==> src/logic/vpf_pkg.sv <==
// vector packet formatter: shared constants, types and codes
// assumes a decoder on CLOCK that presents one decoded vector word per pulse
//
// Summary of operation
// word index in byte 3, top bit zero
// error flag from errors, check fail, invalid
// phase a..d coded zero to three
// numeric packets carry four leading check bits
// numeric length is word count minus one
// long numeric start points at second word
// numeric start word is seven bits, 3..87
// unused bits carry no value, host ignores
// other types: type, seven-bit length, start
// secure 000, alphanumeric 101, hex 110
// other types length 1..85 words
// other types start word 3..87
// long address: first message after vector
// numeric 011, special 100, numbered 111
// one whole packet per vector, sent first
package vpf_pkg;

	// ==========================================================
	// register map
	localparam logic [7:0] VPF_ADDR_CTRL     = 8'h00;
	localparam logic [7:0] VPF_ADDR_IRQ_STAT = 8'h04;
	localparam logic [7:0] VPF_ADDR_IRQ_MASK = 8'h08;
	localparam logic [7:0] VPF_ADDR_LAST_PKT = 8'h0C;
	localparam logic [7:0] VPF_ADDR_PKT_CNT  = 8'h10;
	localparam logic [7:0] VPF_ADDR_STATE    = 8'h14;

	// control bits
	localparam int         VPF_CTRL_ENABLE   = 0;
	localparam int         VPF_CTRL_DROP_ERR = 1;
	localparam logic [1:0] VPF_CTRL_RESET    = 2'h1;

	// interrupt status / mask bits
	localparam int         VPF_IRQ_W        = 4;
	localparam int         VPF_IRQ_SENT     = 0;
	localparam int         VPF_IRQ_OVERRUN  = 1;
	localparam int         VPF_IRQ_ERRVEC   = 2;
	localparam int         VPF_IRQ_ABORT    = 3;
	localparam logic [3:0] VPF_IRQ_RESET    = 4'h0;

	// ==========================================================
	// packet geometry and value ranges
	localparam int         VPF_PKT_BITS     = 32;
	localparam logic [5:0] VPF_PKT_BITS_CNT = 6'h20;
	localparam logic [6:0] VPF_WI_MIN       = 7'h02;
	localparam logic [6:0] VPF_WI_MAX       = 7'h57;
	localparam logic [6:0] VPF_START_MIN    = 7'h03;
	localparam logic [6:0] VPF_START_MAX    = 7'h57;
	localparam logic [6:0] VPF_LEN_MIN      = 7'h01;
	localparam logic [6:0] VPF_LEN_MAX      = 7'h55;
	localparam logic [6:0] VPF_NUM_LEN_MAX  = 7'h08;

	// vector type codes
	localparam logic [2:0] VPF_V_SECURE     = 3'h0;
	localparam logic [2:0] VPF_V_NUM_STD    = 3'h3;
	localparam logic [2:0] VPF_V_NUM_SPEC   = 3'h4;
	localparam logic [2:0] VPF_V_ALPHA      = 3'h5;
	localparam logic [2:0] VPF_V_HEX        = 3'h6;
	localparam logic [2:0] VPF_V_NUM_NUMB   = 3'h7;

	// ==========================================================
	// types
	typedef enum logic [2:0] {
		VPF_K_SECURE,
		VPF_K_ALPHA,
		VPF_K_HEX,
		VPF_K_NUM_STD,
		VPF_K_NUM_SPEC,
		VPF_K_NUM_NUMB
	} vpf_kind_e;

	typedef enum logic [1:0] {
		VPF_PH_A,
		VPF_PH_B,
		VPF_PH_C,
		VPF_PH_D
	} vpf_phase_e;

	// one decoded vector word from the decoder
	typedef struct packed {
		logic [6:0] word_index;
		vpf_phase_e phase;
		vpf_kind_e  kind;
		logic       long_addr;
		logic       multi_err;
		logic       check_fail;
		logic       value_bad;
		logic [3:0] check_bits;
		logic [6:0] word_count;
		logic [6:0] start_word;
	} vpf_vec_s;

	// register bus request
	typedef struct packed {
		logic       wr;
		logic       rd;
		logic [7:0] addr;
		logic [31:0] wdata;
	} vpf_bus_s;

endpackage

==> src/logic/vpf_top.sv <==
// vector packet formatter: packs decoded vector words, shifts them to the host
// assumes the decoder runs on CLOCK; link clock and select come from the host pins
`timescale 1ns/1ps
`default_nettype none

module vpf_top
	import vpf_pkg::*;
(
	// clock and reset
	input  wire logic        CLOCK,
	input  wire logic        SYS_RST,
	// decoded vector words
	input  wire logic        VEC_VALID,
	input  wire vpf_vec_s    VEC_IN,
	output logic             VEC_READY,
	// register port
	input  wire logic        REG_WR,
	input  wire logic        REG_RD,
	input  wire logic [7:0]  REG_ADDR,
	input  wire logic [31:0] REG_WDATA,
	output logic      [31:0] REG_RDATA,
	// serial packet link to host
	input  wire logic        LINK_SCK,
	input  wire logic        LINK_SEL_N,
	output logic             LINK_SDO,
	output logic             PKT_READY,
	// long address: word index of first message word
	output logic      [6:0]  FIRST_MSG_WORD,
	output logic             FIRST_MSG_VALID,
	// interrupt
	output logic             IRQ
);

	// ==========================================================
	// helpers
	function automatic logic [2:0] type_code(input vpf_kind_e k);
		logic [2:0] c;
		c = VPF_V_SECURE;
		unique case (k)
			VPF_K_SECURE:   c = VPF_V_SECURE;
			VPF_K_ALPHA:    c = VPF_V_ALPHA;
			VPF_K_HEX:      c = VPF_V_HEX;
			VPF_K_NUM_STD:  c = VPF_V_NUM_STD;
			VPF_K_NUM_SPEC: c = VPF_V_NUM_SPEC;
			VPF_K_NUM_NUMB: c = VPF_V_NUM_NUMB;
			default:        c = VPF_V_SECURE;
		endcase
		return c;
	endfunction

	function automatic logic is_numeric(input vpf_kind_e k);
		return (k == VPF_K_NUM_STD) || (k == VPF_K_NUM_SPEC) || (k == VPF_K_NUM_NUMB);
	endfunction

	function automatic logic in_range(input logic [6:0] v, input logic [6:0] lo, input logic [6:0] hi);
		return (v >= lo) && (v <= hi);
	endfunction

	// ==========================================================
	// link pin synchroniser
	logic [1:0] pin_level;
	logic [1:0] pin_rise;
	logic [1:0] pin_fall;

	// select idles high, link clock idles low
	vpf_sync #(
		.WIDTH      (2),
		.IDLE_LEVEL (2'h2)
	) u_sync (
		.clk      (CLOCK),
		.rst      (SYS_RST),
		.async_in ({LINK_SEL_N, LINK_SCK}),
		.level    (pin_level),
		.rise     (pin_rise),
		.fall     (pin_fall)
	);

	logic sel_active;
	logic sel_start;
	logic sel_end;
	logic sck_rise;
	logic sck_fall;

	assign sel_active = ~pin_level[1];
	assign sel_start  = pin_fall[1];
	assign sel_end    = pin_rise[1];
	assign sck_rise   = pin_rise[0];
	assign sck_fall   = pin_fall[0];

	// ==========================================================
	// field checks and packing
	logic [1:0]             ctrl_q;
	logic                   vec_err;
	logic                   vec_numeric;
	logic                   vec_bad_range;
	logic [2:0]             num_len;
	logic [VPF_PKT_BITS-1:0] pkt_d;

	assign vec_numeric = is_numeric(VEC_IN.kind);
	assign num_len     = 3'(VEC_IN.word_count - 7'h01);

	always_comb begin
		vec_bad_range = !in_range(VEC_IN.word_index, VPF_WI_MIN, VPF_WI_MAX)
			|| !in_range(VEC_IN.start_word, VPF_START_MIN, VPF_START_MAX);
		if (vec_numeric) begin
			vec_bad_range = vec_bad_range || !in_range(VEC_IN.word_count, VPF_LEN_MIN, VPF_NUM_LEN_MAX);
		end else begin
			vec_bad_range = vec_bad_range || !in_range(VEC_IN.word_count, VPF_LEN_MIN, VPF_LEN_MAX);
		end
	end


	assign vec_err = VEC_IN.multi_err || VEC_IN.check_fail || VEC_IN.value_bad || vec_bad_range;

	// unused bits are driven as zero
	always_comb begin
		if (vec_numeric) begin
			pkt_d = {1'b0, VEC_IN.word_index,
				vec_err, VEC_IN.phase, 2'b00, type_code(VEC_IN.kind),
				2'b00, VEC_IN.check_bits, num_len,
				VEC_IN.start_word};
		end else begin
			pkt_d = {1'b0, VEC_IN.word_index,
				vec_err, VEC_IN.phase, 2'b00, type_code(VEC_IN.kind),
				2'b00, VEC_IN.word_count,
				VEC_IN.start_word};
		end
	end

	// ==========================================================
	// packet holding register
	logic                    hold_q;
	logic [VPF_PKT_BITS-1:0] hold_pkt_q;
	logic                    vec_take;
	logic                    vec_drop_err;
	logic                    pkt_done;
	logic                    pkt_abort;
	logic                    vec_overrun;

	assign vec_drop_err = ctrl_q[VPF_CTRL_DROP_ERR] && vec_err;
	assign vec_take     = VEC_VALID && ctrl_q[VPF_CTRL_ENABLE] && !hold_q && !vec_drop_err;
	assign vec_overrun  = VEC_VALID && ctrl_q[VPF_CTRL_ENABLE] && hold_q;

	always_ff @(posedge CLOCK or posedge SYS_RST) begin
		if (SYS_RST) begin
			hold_q     <= 1'b0;
			hold_pkt_q <= '0;
		end else begin
			if (vec_take) begin
				hold_q     <= 1'b1;
				hold_pkt_q <= pkt_d;
			end else if (pkt_done) begin
				hold_q     <= 1'b0;
			end
		end
	end

	// long address: first message word follows the vector
	always_ff @(posedge CLOCK or posedge SYS_RST) begin
		if (SYS_RST) begin
			FIRST_MSG_WORD  <= 7'h00;
			FIRST_MSG_VALID <= 1'b0;
		end else begin
			FIRST_MSG_VALID <= 1'b0;
			if (vec_take && VEC_IN.long_addr && !vec_err) begin
				FIRST_MSG_WORD  <= 7'(VEC_IN.word_index + 7'h01);
				FIRST_MSG_VALID <= 1'b1;
			end
		end
	end

	always_ff @(posedge CLOCK or posedge SYS_RST) begin
		if (SYS_RST) begin
			VEC_READY <= 1'b0;
			PKT_READY <= 1'b0;
		end else begin
			VEC_READY <= ctrl_q[VPF_CTRL_ENABLE] && !hold_q && !vec_take;
			PKT_READY <= (hold_q || vec_take) && !pkt_done;
		end
	end

	// ==========================================================
	// serial shifter, msb first, changes on falling link clock
	typedef enum logic [1:0] {
		VPF_S_IDLE,
		VPF_S_SHIFT,
		VPF_S_WAIT_END
	} vpf_state_e;

	vpf_state_e              state_q;
	logic [VPF_PKT_BITS-1:0] shift_q;
	logic [5:0]              bit_cnt_q;

	assign pkt_done  = (state_q != VPF_S_IDLE) && sel_end && (bit_cnt_q == VPF_PKT_BITS_CNT);
	assign pkt_abort = (state_q != VPF_S_IDLE) && sel_end && (bit_cnt_q != VPF_PKT_BITS_CNT);

	always_ff @(posedge CLOCK or posedge SYS_RST) begin
		if (SYS_RST) begin
			state_q   <= VPF_S_IDLE;
			shift_q   <= '0;
			bit_cnt_q <= 6'h00;
		end else begin
			unique case (state_q)
				VPF_S_IDLE: begin
					if (sel_start && hold_q) begin
						shift_q   <= hold_pkt_q;
						bit_cnt_q <= 6'h00;
						state_q   <= VPF_S_SHIFT;
					end
				end
				VPF_S_SHIFT: begin
					if (sel_end) begin
						state_q <= VPF_S_IDLE;
					end else begin
						if (sck_rise) begin
							bit_cnt_q <= 6'(bit_cnt_q + 6'h01);
							if (bit_cnt_q == 6'(VPF_PKT_BITS_CNT - 6'h01)) begin
								state_q <= VPF_S_WAIT_END;
							end
						end
						if (sck_fall && bit_cnt_q != 6'h00) begin
							shift_q <= {shift_q[VPF_PKT_BITS-2:0], 1'b0};
						end
					end
				end
				VPF_S_WAIT_END: begin
					if (sel_end || !sel_active) begin
						state_q <= VPF_S_IDLE;
					end
				end
			endcase
		end
	end

	always_ff @(posedge CLOCK or posedge SYS_RST) begin
		if (SYS_RST) begin
			LINK_SDO <= 1'b0;
		end else begin
			LINK_SDO <= (state_q != VPF_S_IDLE) ? shift_q[VPF_PKT_BITS-1] : 1'b0;
		end
	end

	// ==========================================================
	// interrupts and registers
	logic [VPF_IRQ_W-1:0] irq_stat_q;
	logic [VPF_IRQ_W-1:0] irq_mask_q;
	logic [VPF_IRQ_W-1:0] irq_set;
	logic [VPF_IRQ_W-1:0] irq_clr;
	logic [15:0]          pkt_cnt_q;
	logic [VPF_PKT_BITS-1:0] last_pkt_q;

	always_comb begin
		irq_set                  = '0;
		irq_set[VPF_IRQ_SENT]    = pkt_done;
		irq_set[VPF_IRQ_OVERRUN] = vec_overrun;
		irq_set[VPF_IRQ_ERRVEC]  = VEC_VALID && ctrl_q[VPF_CTRL_ENABLE] && vec_err;
		irq_set[VPF_IRQ_ABORT]   = pkt_abort;
	end

	assign irq_clr = (REG_WR && REG_ADDR == VPF_ADDR_IRQ_STAT) ? REG_WDATA[VPF_IRQ_W-1:0] : '0;

	always_ff @(posedge CLOCK or posedge SYS_RST) begin
		if (SYS_RST) begin
			irq_stat_q <= VPF_IRQ_RESET;
		end else begin
			irq_stat_q <= (irq_stat_q & ~irq_clr) | irq_set;
		end
	end

	always_ff @(posedge CLOCK or posedge SYS_RST) begin
		if (SYS_RST) begin
			ctrl_q     <= VPF_CTRL_RESET;
			irq_mask_q <= VPF_IRQ_RESET;
		end else if (REG_WR) begin
			if (REG_ADDR == VPF_ADDR_CTRL) begin
				ctrl_q <= REG_WDATA[1:0];
			end
			if (REG_ADDR == VPF_ADDR_IRQ_MASK) begin
				irq_mask_q <= REG_WDATA[VPF_IRQ_W-1:0];
			end
		end
	end

	always_ff @(posedge CLOCK or posedge SYS_RST) begin
		if (SYS_RST) begin
			pkt_cnt_q  <= 16'h0000;
			last_pkt_q <= '0;
		end else begin
			if (pkt_done) begin
				pkt_cnt_q  <= 16'(pkt_cnt_q + 16'h0001);
				last_pkt_q <= hold_pkt_q;
			end
		end
	end

	always_ff @(posedge CLOCK or posedge SYS_RST) begin
		if (SYS_RST) begin
			IRQ <= 1'b0;
		end else begin
			IRQ <= |(((irq_stat_q & ~irq_clr) | irq_set) & irq_mask_q);
		end
	end

	always_ff @(posedge CLOCK or posedge SYS_RST) begin
		if (SYS_RST) begin
			REG_RDATA <= 32'h0000_0000;
		end else begin
			REG_RDATA <= 32'h0000_0000;
			if (REG_RD) begin
				unique case (REG_ADDR)
					VPF_ADDR_CTRL:     REG_RDATA <= {30'h0, ctrl_q};
					VPF_ADDR_IRQ_STAT: REG_RDATA <= {28'h0, irq_stat_q};
					VPF_ADDR_IRQ_MASK: REG_RDATA <= {28'h0, irq_mask_q};
					VPF_ADDR_LAST_PKT: REG_RDATA <= last_pkt_q;
					VPF_ADDR_PKT_CNT:  REG_RDATA <= {16'h0, pkt_cnt_q};
					VPF_ADDR_STATE:    REG_RDATA <= {24'h0, bit_cnt_q, hold_q, sel_active};
					default:           REG_RDATA <= 32'h0000_0000;
				endcase
			end
		end
	end

endmodule

`default_nettype wire

==> src/logic/vpf_sync.sv <==
// vector packet formatter: two-flop synchroniser with edge detection
// assumes asynchronous inputs slower than CLOCK by several cycles
`timescale 1ns/1ps
`default_nettype none

module vpf_sync #(
	parameter int               WIDTH      = 2,
	parameter logic [WIDTH-1:0] IDLE_LEVEL = '0
) (
	// clock and reset
	input  wire logic             clk,
	input  wire logic             rst,
	// asynchronous inputs
	input  wire logic [WIDTH-1:0] async_in,
	// synchronised level and edges
	output logic      [WIDTH-1:0] level,
	output logic      [WIDTH-1:0] rise,
	output logic      [WIDTH-1:0] fall
);

	logic [WIDTH-1:0] meta_q;
	logic [WIDTH-1:0] sync_q;
	logic [WIDTH-1:0] prev_q;

	always_ff @(posedge clk or posedge rst) begin
		if (rst) begin
			// start at the pins' idle levels, so no false edge follows reset
			meta_q <= IDLE_LEVEL;
			sync_q <= IDLE_LEVEL;
			prev_q <= IDLE_LEVEL;
		end else begin
			meta_q <= async_in;
			sync_q <= meta_q;
			prev_q <= sync_q;
		end
	end

	assign level = sync_q;
	assign rise  = sync_q & ~prev_q;
	assign fall  = ~sync_q & prev_q;

endmodule

`default_nettype wire

==> config.mk <==
export PLATFORM = sky130hd
export DESIGN_NAME = vpf_top
export DESIGN_NICKNAME = d
export VERILOG_FILES = /design/src/logic/vpf_pkg.sv /design/src/logic/vpf_top.sv /design/src/logic/vpf_sync.sv
export SDC_FILE = /design/constraint.sdc
export NUM_CORES = 1
export LEC_CHECK = 0
export ABC_AREA = 0
export BUFFER_PORTS_ARGS = -buffer_cell sky130_fd_sc_hd__buf_2
export CAP_MARGIN = 15
export CORE_MARGIN = 2
export CORE_UTILIZATION = 35
export CTS_CLUSTER_DIAMETER = 80
export DETAILED_ROUTE_END_ITERATION = 16
export MAX_ROUTING_LAYER = met4
export PLACE_DENSITY = 0.65
export SETUP_SLACK_MARGIN = 0.05
export SYNTH_ARGS = -nofsm -noshare
export SYNTH_HDL_FRONTEND = slang
export SYNTH_SLANG_ARGS = --single-unit
==> constraint.sdc <==
create_clock -name CLOCK -period 8.4 [get_ports CLOCK]
set_clock_uncertainty 0.05 [all_clocks]
set_input_delay 0.42 -clock CLOCK [delete_from_list [all_inputs] [get_ports CLOCK]]
set_output_delay 0.42 -clock CLOCK [all_outputs]
set_load 0.005 [all_outputs]
* Word-level counts from Yosys, hierarchy flattened *
Index checks and enable logic that the tools add are counted.

storage, ports and cells
  word-level logic and storage cells = 138
  bits in registers = 179
  input port bits = 81
  output and inout port bits = 44

cells by class
  multiplexer cells = 24
  equal/unequal tests = 22
  reduce and logical (&&, ||, !) cells = 52
  add/sub/neg operators = 4
  order comparisons = 7
  bitwise operators = 9

operators by type and width
  cell                   count
  $pmux 31 s6            1
  $mux 32                4
  $pmux 32 s2            1
  $le 7x7->1 const B     3
  $logic_and 1x1->1      21
  $mux 6                 3
  $add 16x1->16 const B  1
  $eq 8x4->1 const B     2
  $eq 8x5->1 const B     2
  $pmux 3 s5             1
  $ge 7x2->1 const B     2
  $mux 14                1
  $pmux 6 s2             1
  $reduce_and 4->1       3
  $logic_or 1x1->1       10
  $mux 2                 5
  $ne 2x2->1 const B     5
  $logic_not 1->1        9
  $and 4x4->4            2
  $eq 8x3->1 const B     1
  $logic_not 8->1        1
  $add 7x1->7 const B    1
  $ge 7x1->1 const B     1
  $le 7x4->1 const B     1
  24 further kinds       36

* Longest topological paths before layout *
Gate-level depths: netlist (run 1).

  depth in word-level cells = 13
  gate-level depth with buffers = 10
  gate-level depth less buffers = 8

* Hierarchy *
From an unflattened synthesis (run 1), not the netlist that was laid out.

second synthesis, totals
  cell total of the unflattened synthesis = 696
  area, all modules = 7529.7 um2

modules (own cells, without submodules)
  module    cells an instance  seq. area each (um2)  area an instance (um2)  instances
  vpf_top   685                4055.1                7337.0                  1
  vpf_sync  11                 153.9                 192.7                   1

* Worst setup path after synthesis (run 1) *
No wires, ideal clock.

  kind = register to register
  from = reg bit_cnt_q[0]
  to = reg pkt_cnt_q[13]
  arrival time = 2.105 ns
  library setup time = 0.123 ns
  path buffers = 0
  stages on the path, launching flop included = 9
  clock period less this slack = 2.279 ns
  data required time = 8.227 ns
  slack = 6.121 ns
  cell sequence = dfrtp_1 > inv_1 > ha_1 > or4b_4 > nor4b_4 > nand4_2 > nor2_1 > nand3_1 > xnor2_1

on the way
  word-level cells in the longest chain between the ends = 2

RTL lines
  item                    line            text
  from (decl)             vpf_top.sv:192  logic [5:0] bit_cnt_q;
  from (signal assigned)  vpf_top.sv:216  bit_cnt_q <= 6'(bit_cnt_q + 6'h01);
  $eq 6x6->1              vpf_top.sv:194  assign pkt_done = (state_q != VPF_S_IDLE) && sel_end && (bit_cnt_q == VPF_PKT_BITS_CNT);
  $logic_and 1x1->1       vpf_top.sv:194
  to (signal assigned)    vpf_top.sv:290  pkt_cnt_q <= 16'(pkt_cnt_q + 16'h0001);
  to (decl)               vpf_top.sv:249  logic [15:0] pkt_cnt_q;

No other way between the ends.
A chain may end at the register's enable or synchronous reset.

* Worst setup path in the final report (run 1) *
  from = in REG_ADDR[1]
  to = reg REG_RDATA[3]

on the way
  word-level cells in the longest chain between the ends = 3
  elaborated cells on any way between the ends = 8
  those cells by class = 5 x eq/ne; 2 x mux; 1 x reduce/logical

RTL lines
  item                                line            text
  from (decl)                         vpf_top.sv:19   input wire logic [7:0] REG_ADDR,
  $eq 8x5->1 (tied with other cells)  vpf_top.sv:310  unique case (REG_ADDR)
  $pmux 31 s6 *                       vpf_top.sv:310
  $mux 32 *                           vpf_top.sv:309  if (REG_RD) begin
  to (signal assigned)                vpf_top.sv:311  VPF_ADDR_CTRL: REG_RDATA <= {30'h0, ctrl_q};
  to (signal assigned)                vpf_top.sv:312  VPF_ADDR_IRQ_STAT: REG_RDATA <= {28'h0, irq_stat_q};
  to (signal assigned)                vpf_top.sv:313  VPF_ADDR_IRQ_MASK: REG_RDATA <= {28'h0, irq_mask_q};
  to (decl)                           vpf_top.sv:21   output logic [31:0] REG_RDATA,

Mark *: on every way between the ends. The rest lies on a longest branch, timed or not.

==> results.sh, run 1 <==
export IMPL_cp_end_kind="register"
export IMPL_drt_total_wl_um=16100
export IMPL_layout_drive_gt1_share_pct=23.0
export IMPL_use_met3_pct=3.36
export IMPL_seq_area_sq_um=4210
export IMPL_p_leak_uw=0.00439
export IMPL_synth_area_per_cell_sq_um=10.8
export IMPL_clkLatencyLatePin_ps=420
export IMPL_synth_xor_area_share_pct=3.09
export IMPL_ios=125
export IMPL_fp_dieW_um=149
export IMPL_ctsHoldBuffers=0
export IMPL_grtUsageMet2_pct=23.0
export IMPL_grt_pass1_vias=5013
export IMPL_worstSetupPathType="primary input to register"
export IMPL_drt_iter0_drc=418
export IMPL_yosysSeqAreaShare_pct=57.1
export IMPL_cp_start_kind="primary input"
export IMPL_clkTransAtPathRegs_ps=60
export IMPL_nets=859
export IMPL_period_minus_slack_ps=2900
export IMPL_timing_max_cap_violations=0
export IMPL_fillerInstances=2000
export IMPL_core_area_sq_um=20800
export IMPL_synth_top_family_by_area="simple AND/OR/NAND/NOR gates"
export IMPL_top_usage_layer="met2"
export IMPL_diodes=0
export IMPL_fin_area_sq_um=8720
export IMPL_dpl_cell_area_sq_um=8100
export IMPL_synthMuxAreaShare_pct=9.73
export IMPL_multi_input_area_sq_um=2950
export IMPL_grt_use_total_pct=15.7
export IMPL_cp_arrival_ps=3160
export IMPL_worstMarginPinSlew_ps=1100
export IMPL_setup_viol=0
export IMPL_ctsResizeCount=0
export IMPL_met1_usage_pct=22.0
export IMPL_cp_slowest_cell="nor3_1"
export IMPL_hold_viol_final=0
export IMPL_yosysMostFrequentCell="dfrtp_1"
export IMPL_cts_buffers=17
export IMPL_root_buffer="clkbuf_16"
export IMPL_path_max_fanout=14
export IMPL_cts_max_path_buffers=2
export IMPL_postCtsSetupRepairBufs=0
export IMPL_antenna_left=0
export IMPL_syn_inst=679
export IMPL_area_growth_pct=18.4
export IMPL_drcViolationCount=0
export IMPL_maxSlewViolCount=0
export IMPL_fin_crit_sh_pct=34.5
export IMPL_cp_num_buf_inv=1
export IMPL_synth_ff_type="dfrtp_1"
export IMPL_die_area_sq_um=22200
export IMPL_worstPathRequired_ps=8670
export IMPL_ff2ff_path_depth=8
export IMPL_dr_pass1_iters=5
export IMPL_num_rows=53
export IMPL_synth_top_cell_by_area="dfrtp_1"
export IMPL_synth_compound_area_share_pct=8.66
export IMPL_synth_edf_count=0
export IMPL_status="completed"
export IMPL_crit_cells=6
export IMPL_yosys_area_share_simple_pct=15.9
export IMPL_cts_tree="done"
export IMPL_fin_util_pct=41.9
export IMPL_hold_path_class="primary input to register"
export IMPL_yosysWarnings=0
export IMPL_syn_cell_area_sq_um=7370
export IMPL_fmax_mhz=345
export IMPL_cts_sinks=168
export IMPL_gp_congestion=0.828
export IMPL_route_vias_total=5184
export IMPL_rsz0062_at_grt="no"
export IMPL_whs_path_depth=1
export IMPL_synth_seq_cells=168
export IMPL_via_per_inst=4.92
export IMPL_start_util_pct=35.4
export IMPL_relSlewSlack_pct=26.3
export IMPL_total_power_uw=2170
export IMPL_grt_pass1_wl_um=26500
export IMPL_layoutNonFillerInstCount=1053
export IMPL_synth_top_area_share_pct=55.7
export IMPL_h_tree_depth=4
export IMPL_synthAdderAreaFrac_pct=2.21
export IMPL_wl_per_cell_um=15.3
export IMPL_critical_path_max_stage_delay_ps=880
export IMPL_overflow=0
export IMPL_async_flop_share_pct=100
export IMPL_cellPowerDensity_nw_per_um2=249
export IMPL_yosysUniqueCellTypes=50
export IMPL_dpl_cell_count=1020
export IMPL_yosys_top_cells_area="dfrtp_1, mux2_2, nand2_1"
export IMPL_grt_max_degree=111
export IMPL_portBuffers=93
export IMPL_critical_path_top_delay_family="simple AND/OR/NAND/NOR gates"
export IMPL_die_y_um=149
export IMPL_r2r_slack_ps=5640
export IMPL_dpl_hpwl_um=11200
export IMPL_synthTopCellsByCount="dfrtp_1, nand2_1, nor2_1"
export IMPL_worstPathCellList="buf_2, or4_1, nor3_1, and2_0, a222oi_1, a21oi_1"
export IMPL_irDropWorstVdd_mv=0.104
export IMPL_antenna_found_initial=0
export IMPL_fin_tns_setup_ps=0
-- area by class of cell --
cell class | count | area share [%]
Timing Repair Buffer | 99 | 6.00
Inverter | 24 | 1.09
Tap cell | 275 | 3.95
Clock inverter | 14 | 1.99
Multi-Input combinational cell | 455 | 33.8
Clock buffer | 18 | 4.92
Sequential cell | 168 | 48.3
-- flip-flops by register name (all words and copies together) (netlist names) --
register,cells
FIRST_MSG_VALID,1
hold_q,1
u_sync.meta_q,2
IRQ,1
ctrl_q,2
shift_q,32
u_sync.prev_q,2
bit_cnt_q,6
VEC_READY,1
hold_pkt_q,27
irq_stat_q,4
pkt_cnt_q,16
state_q,2
PKT_READY,1
u_sync.level,2
last_pkt_q,27
REG_RDATA,29
FIRST_MSG_WORD,7
irq_mask_q,4
LINK_SDO,1
-- where the power goes --
group / internal, uW / switching, uW / leakage [uW]
Clock: 470 / 325 / 0.000283
Sequential: 905 / 55.7 / 0.00221
Combinational: 176 / 240 / 0.00190
Total: 1550 / 620 / 0.00439
-- final timing paths --
| kind | start | end |
|---|---|---|
| setup / recovery | REG_ADDR[1] | REG_RDATA[3]$_DFF_PP0_ |
| hold / removal | LINK_SEL_N | u_sync.meta_q[1]$_DFF_PP1_ |
| setup reg to reg | state_q[1]$_DFFE_PP0P_ | bit_cnt_q[4]$_DFFE_PP0P_ |
| hold reg to reg | u_sync.meta_q[0]$_DFF_PP0_ | u_sync.level[0]$_DFF_PP0_ |
| max in group asynchronous | SYS_RST | REG_RDATA[9]$_DFF_PP0_ |
| min in group asynchronous | SYS_RST | hold_pkt_q[0]$_DFFE_PP0P_ |
-- per-stage QoR --
stage                     hold WS [ps]  worst slack [ps]
after CTS                         40.0              5110
after global placement             288              5180
after floorplan                    281              3390
after detailed placement           288              5140
after global routing              36.4              5340
final                             51.7              5500
-- layout by cell type, fill, tap and decap left out, types with 3 or more instances in the layout --
master      synthesis  routed
nor3_1             10      10
xnor2_1            14      14
nand3_1            17      17
mux2i_1            30      30
mux2_2             37      37
nand4_1            12      12
nand2b_1            5       5
clkbuf_16           0      17
o21ai_0            18      18
and3_1             22      22
dfrtp_1           164     164
xor2_1             12      12
nor2_1             56      56
clkinvlp_4          0       4
a22oi_1             8       8
nor2b_1             9       9
a21oi_1            37      36
a222oi_1            6       6
conb_1              1       3
nor4_1              3       3
bufinv_16           0       3
dfstp_2             4       4
a22o_1             12      12
inv_1              24      23
inv_6               0       4
buf_2               5      93
buf_4               3       5
nand2_1           103     103
ha_1               13      12
-- logic make-up (layout without fill, tap and decap cells) --
kind of cell	count (synthesis)	count (layout)
AOI/OAI and AO/OA	97	97
xor gates and xnor gates	26	26
adders and majority gates	13	13
buffers and inverters	58	155
DFF	168	168
muxes	67	67
other	1	3
and+or+nand+nor	249	249
-- routing by layer --
metal	vias to the layer above	wire length, um
met5	-	0
met3	18	716
met1	2539	7850
met4	0	231
li1	2504	-
met2	123	7310
Note: power is estimated with default switching activity, not from simulation.
==> run 2: changes to the inputs <==
--- a/config.mk
+++ b/config.mk
@@ -5,7 +5,7 @@
 export SDC_FILE = /design/constraint.sdc
 export NUM_CORES = 1
 export LEC_CHECK = 0
-export ABC_AREA = 0
+export ABC_AREA = 1
 export BUFFER_PORTS_ARGS = -buffer_cell sky130_fd_sc_hd__buf_2
 export CAP_MARGIN = 15
 export CORE_MARGIN = 2
@@ -13,7 +13,7 @@
 export CTS_CLUSTER_DIAMETER = 80
 export DETAILED_ROUTE_END_ITERATION = 16
 export MAX_ROUTING_LAYER = met4
-export PLACE_DENSITY = 0.65
+export PLACE_DENSITY = 0.67
 export SETUP_SLACK_MARGIN = 0.05
 export SYNTH_ARGS = -nofsm -noshare
 export SYNTH_HDL_FRONTEND = slang
==> constraint.sdc (replaced) <==
create_clock -name CLOCK -period 2.4 [get_ports CLOCK]
set_clock_uncertainty 0.05 [all_clocks]
set_input_delay 0.12 -clock CLOCK [delete_from_list [all_inputs] [get_ports CLOCK]]
set_output_delay 0.12 -clock CLOCK [all_outputs]
set_load 0.005 [all_outputs]
==> run 2 against run 1 <==
Against the previous run:
- total power grew to 3.4 times the previous value
- sequential share of layout area is 4.7 points lower
- hold slack worse by 31 ps
- core utilization is 2.1 points higher
- first-iteration DRC count is 19% lower
- worst setup slack worse by 5000 ps
- clock power grew to 3.6 times the previous value
- largest cell class unchanged
==> results.sh, run 2 <==
export IMPL_status="completed"
export IMPL_hold_viol_final=0
export IMPL_yosysMostFrequentCell="nand2_1"
export IMPL_grt_use_total_pct=16.4
export IMPL_hold_ws_ps=21.1
export IMPL_ctsResizeCount=0
export IMPL_timing_max_cap_violations=0
export IMPL_synthTopCellsByCount="nand2_1, dfrtp_1, inv_1"
export IMPL_rsz0062_at_grt="no"
export IMPL_layout_drive_gt1_share_pct=16.5
export IMPL_num_rows=54
export IMPL_dpl_cell_area_sq_um=8710
export IMPL_synth_area_per_cell_sq_um=8.48
export IMPL_fillerInstances=2154
export IMPL_cp_common_cell="inv_1"
export IMPL_gp_congestion=0.905
export IMPL_overflow=0
export IMPL_syn_inst=930
export IMPL_grt_pass1_vias=5969
export IMPL_nets=1153
export IMPL_post_place_ws_ps=487
export IMPL_area_growth_pct=22.6
export IMPL_yosysWarnings=0
export IMPL_start_util_pct=35.9
export IMPL_fin_crit_sh_pct=80.9
export IMPL_seq_area_sq_um=4210
export IMPL_maxSlewViolCount=0
export IMPL_drt_iter0_drc=337
export IMPL_setup_viol=0
export IMPL_root_buffer="clkbuf_16"
export IMPL_dr_pass1_iters=5
export IMPL_relSlewSlack_pct=51.6
export IMPL_multi_input_area_sq_um=3090
export IMPL_period_minus_slack_ps=1940
export IMPL_portBuffers=93
export IMPL_worstSetupPathType="register to register"
export IMPL_synth_ff_type="dfrtp_1"
export IMPL_cts_max_path_buffers=2
export IMPL_h_tree_depth=4
export IMPL_dpl_hpwl_um=13200
export IMPL_critical_path_max_stage_delay_ps=410
export IMPL_worstPathCellList="inv_1, ha_1, nand3_1, nor2_1, nand3_2, inv_1, nand2_1, nor3_1, xor2_1"
export IMPL_top_register="shift_q"
export IMPL_ctsHoldBuffers=32
export IMPL_async_flop_share_pct=100
export IMPL_cts_buffers=17
export IMPL_clkTransAtPathRegs_ps=60
export IMPL_ios=125
export IMPL_cts_tree="done"
export IMPL_irDropWorstVdd_mv=0.563
export IMPL_whs_path_depth=4
export IMPL_yosysUniqueCellTypes=39
export IMPL_via_per_inst=4.62
export IMPL_critical_path_top_delay_family="simple AND/OR/NAND/NOR gates"
export IMPL_drcViolationCount=0
export IMPL_diodes=0
export IMPL_antenna_left=0
export IMPL_layout_cells_most_common_list="nand2_1, dfrtp_1, inv_1"
export IMPL_cp_arrival_ps=2240
export IMPL_cts_sinks=168
export IMPL_fp_dieW_um=154
export IMPL_cp_start_kind="register"
export IMPL_synth_top_area_share_pct=52.1
export IMPL_yosys_top_cells_area="dfrtp_1, nand2_1, o21ai_0"
export IMPL_syn_cell_area_sq_um=7880
export IMPL_reg_top3="shift_q: 32 flops, REG_RDATA: 29 flops"
export IMPL_cellPowerDensity_nw_per_um2=773
export IMPL_grt_pass1_wl_um=30400
export IMPL_synth_top_cell_by_area="dfrtp_1"
export IMPL_synth_seq_cells=168
export IMPL_wl_per_cell_um=13.4
export IMPL_hold_path_class="primary input to register"
export IMPL_cp_end_kind="register"
export IMPL_synth_edf_count=0
export IMPL_fin_util_pct=44.0
export IMPL_yosysSeqAreaShare_pct=53.4
export IMPL_ff2ff_path_depth=9
export IMPL_worstPathRequired_ps=2700
export IMPL_setup_ws_ps=458
export IMPL_postCtsSetupRepairBufs=0
export IMPL_crit_cells=9
export IMPL_antenna_found_initial=0
export IMPL_largest_reg_flops=32
export IMPL_final_common_cell="nand2_1"
export IMPL_drt_total_wl_um=18100
export IMPL_core_area_sq_um=22000
export IMPL_die_area_sq_um=23700
export IMPL_die_y_um=154
export IMPL_fin_area_sq_um=9660
export IMPL_fmax_mhz=515
export IMPL_clkLatencyLatePin_ps=430
export IMPL_cp_slowest_cell="dfrtp_1"
export IMPL_cp_num_buf_inv=2
export IMPL_fin_tns_setup_ps=0
export IMPL_grt_max_degree=65
export IMPL_path_max_fanout=6
export IMPL_worstMarginPinSlew_ps=725
export IMPL_route_vias_total=6249
export IMPL_p_leak_uw=0.00488
run 2: changes by cell type after synthesis, sizes merged, moves of 12 or more:
cell	delta
clkbuf	-12
inv	+85
o21ai	+89
nand3	+35
a21oi	-22
nand2	+197
mux2	-37
and3	-22
mux2i	-23
run 2: path summary, 6_finish.rpt:
kind | start | endpoint | slack, ps
worst max-delay path | bit_cnt_q[0]$_DFFE_PP0P_ | pkt_cnt_q[6]$_DFFE_PP0P_ | 460
worst min-delay path | REG_WR | irq_stat_q[0]$_DFF_PP0_ | 20
worst max register to register | bit_cnt_q[0]$_DFFE_PP0P_ | pkt_cnt_q[6]$_DFFE_PP0P_ | 460
worst min register to register | u_sync.meta_q[0]$_DFF_PP0_ | u_sync.level[0]$_DFF_PP0_ | 300
max in group asynchronous | SYS_RST | last_pkt_q[22]$_DFFE_PP0P_ | 1310
min in group asynchronous | SYS_RST | u_sync.level[0]$_DFF_PP0_ | 310
run 2: report_power, final:
part,internal (uW),leakage (uW),switching [uW]
Clock,1800,0.000303,1080
Sequential,3060,0.00227,119
Combinational,486,0.00231,913
Total,5350,0.00488,2110
run 2: tightest hold or removal path, delay by kind of cell:
kind | cells | cell delay (ps)
and+or+nand+nor | 3 | 210
buffers and inverters | 1 | 140
run 2: layout make-up:
type	count	share of cell area, %
clock buffer	26	5.37
clock inverter	6	1.14
inverter	109	4.30
multi-input combinational	622	32.0
sequential	168	43.6
tap	280	3.63
timing repair buffer	141	10.0
run 2: stage by stage:
stage | cells | power [uW]
detailed placement | 1288 | 4590
global placement | 1288 | 4550
global route | 1352 | 7870
CTS | 1352 | 7530
finish | 1352 | 7460
floorplan | 932 | 4200
run 2: cells by family after synthesis:
kind of cell | share of synthesized area, %
buf+inv | 7.52
other cells | 0.0476
xor+xnor | 2.56
simple gates | 24.3
mux | 0.889
compound gates | 9.17
flops | 53.4
fa+ha+maj | 2.06
run 2: metal layers:
| metal | track usage (%) | part of all wire, % |
|---|---|---|
| met5 | - | 0 |
| met3 | 3.27 | 5.1 |
| met4 | 4.54 | 1.4 |
| met2 | 23.7 | 43 |
| met1 | 23.6 | 50 |
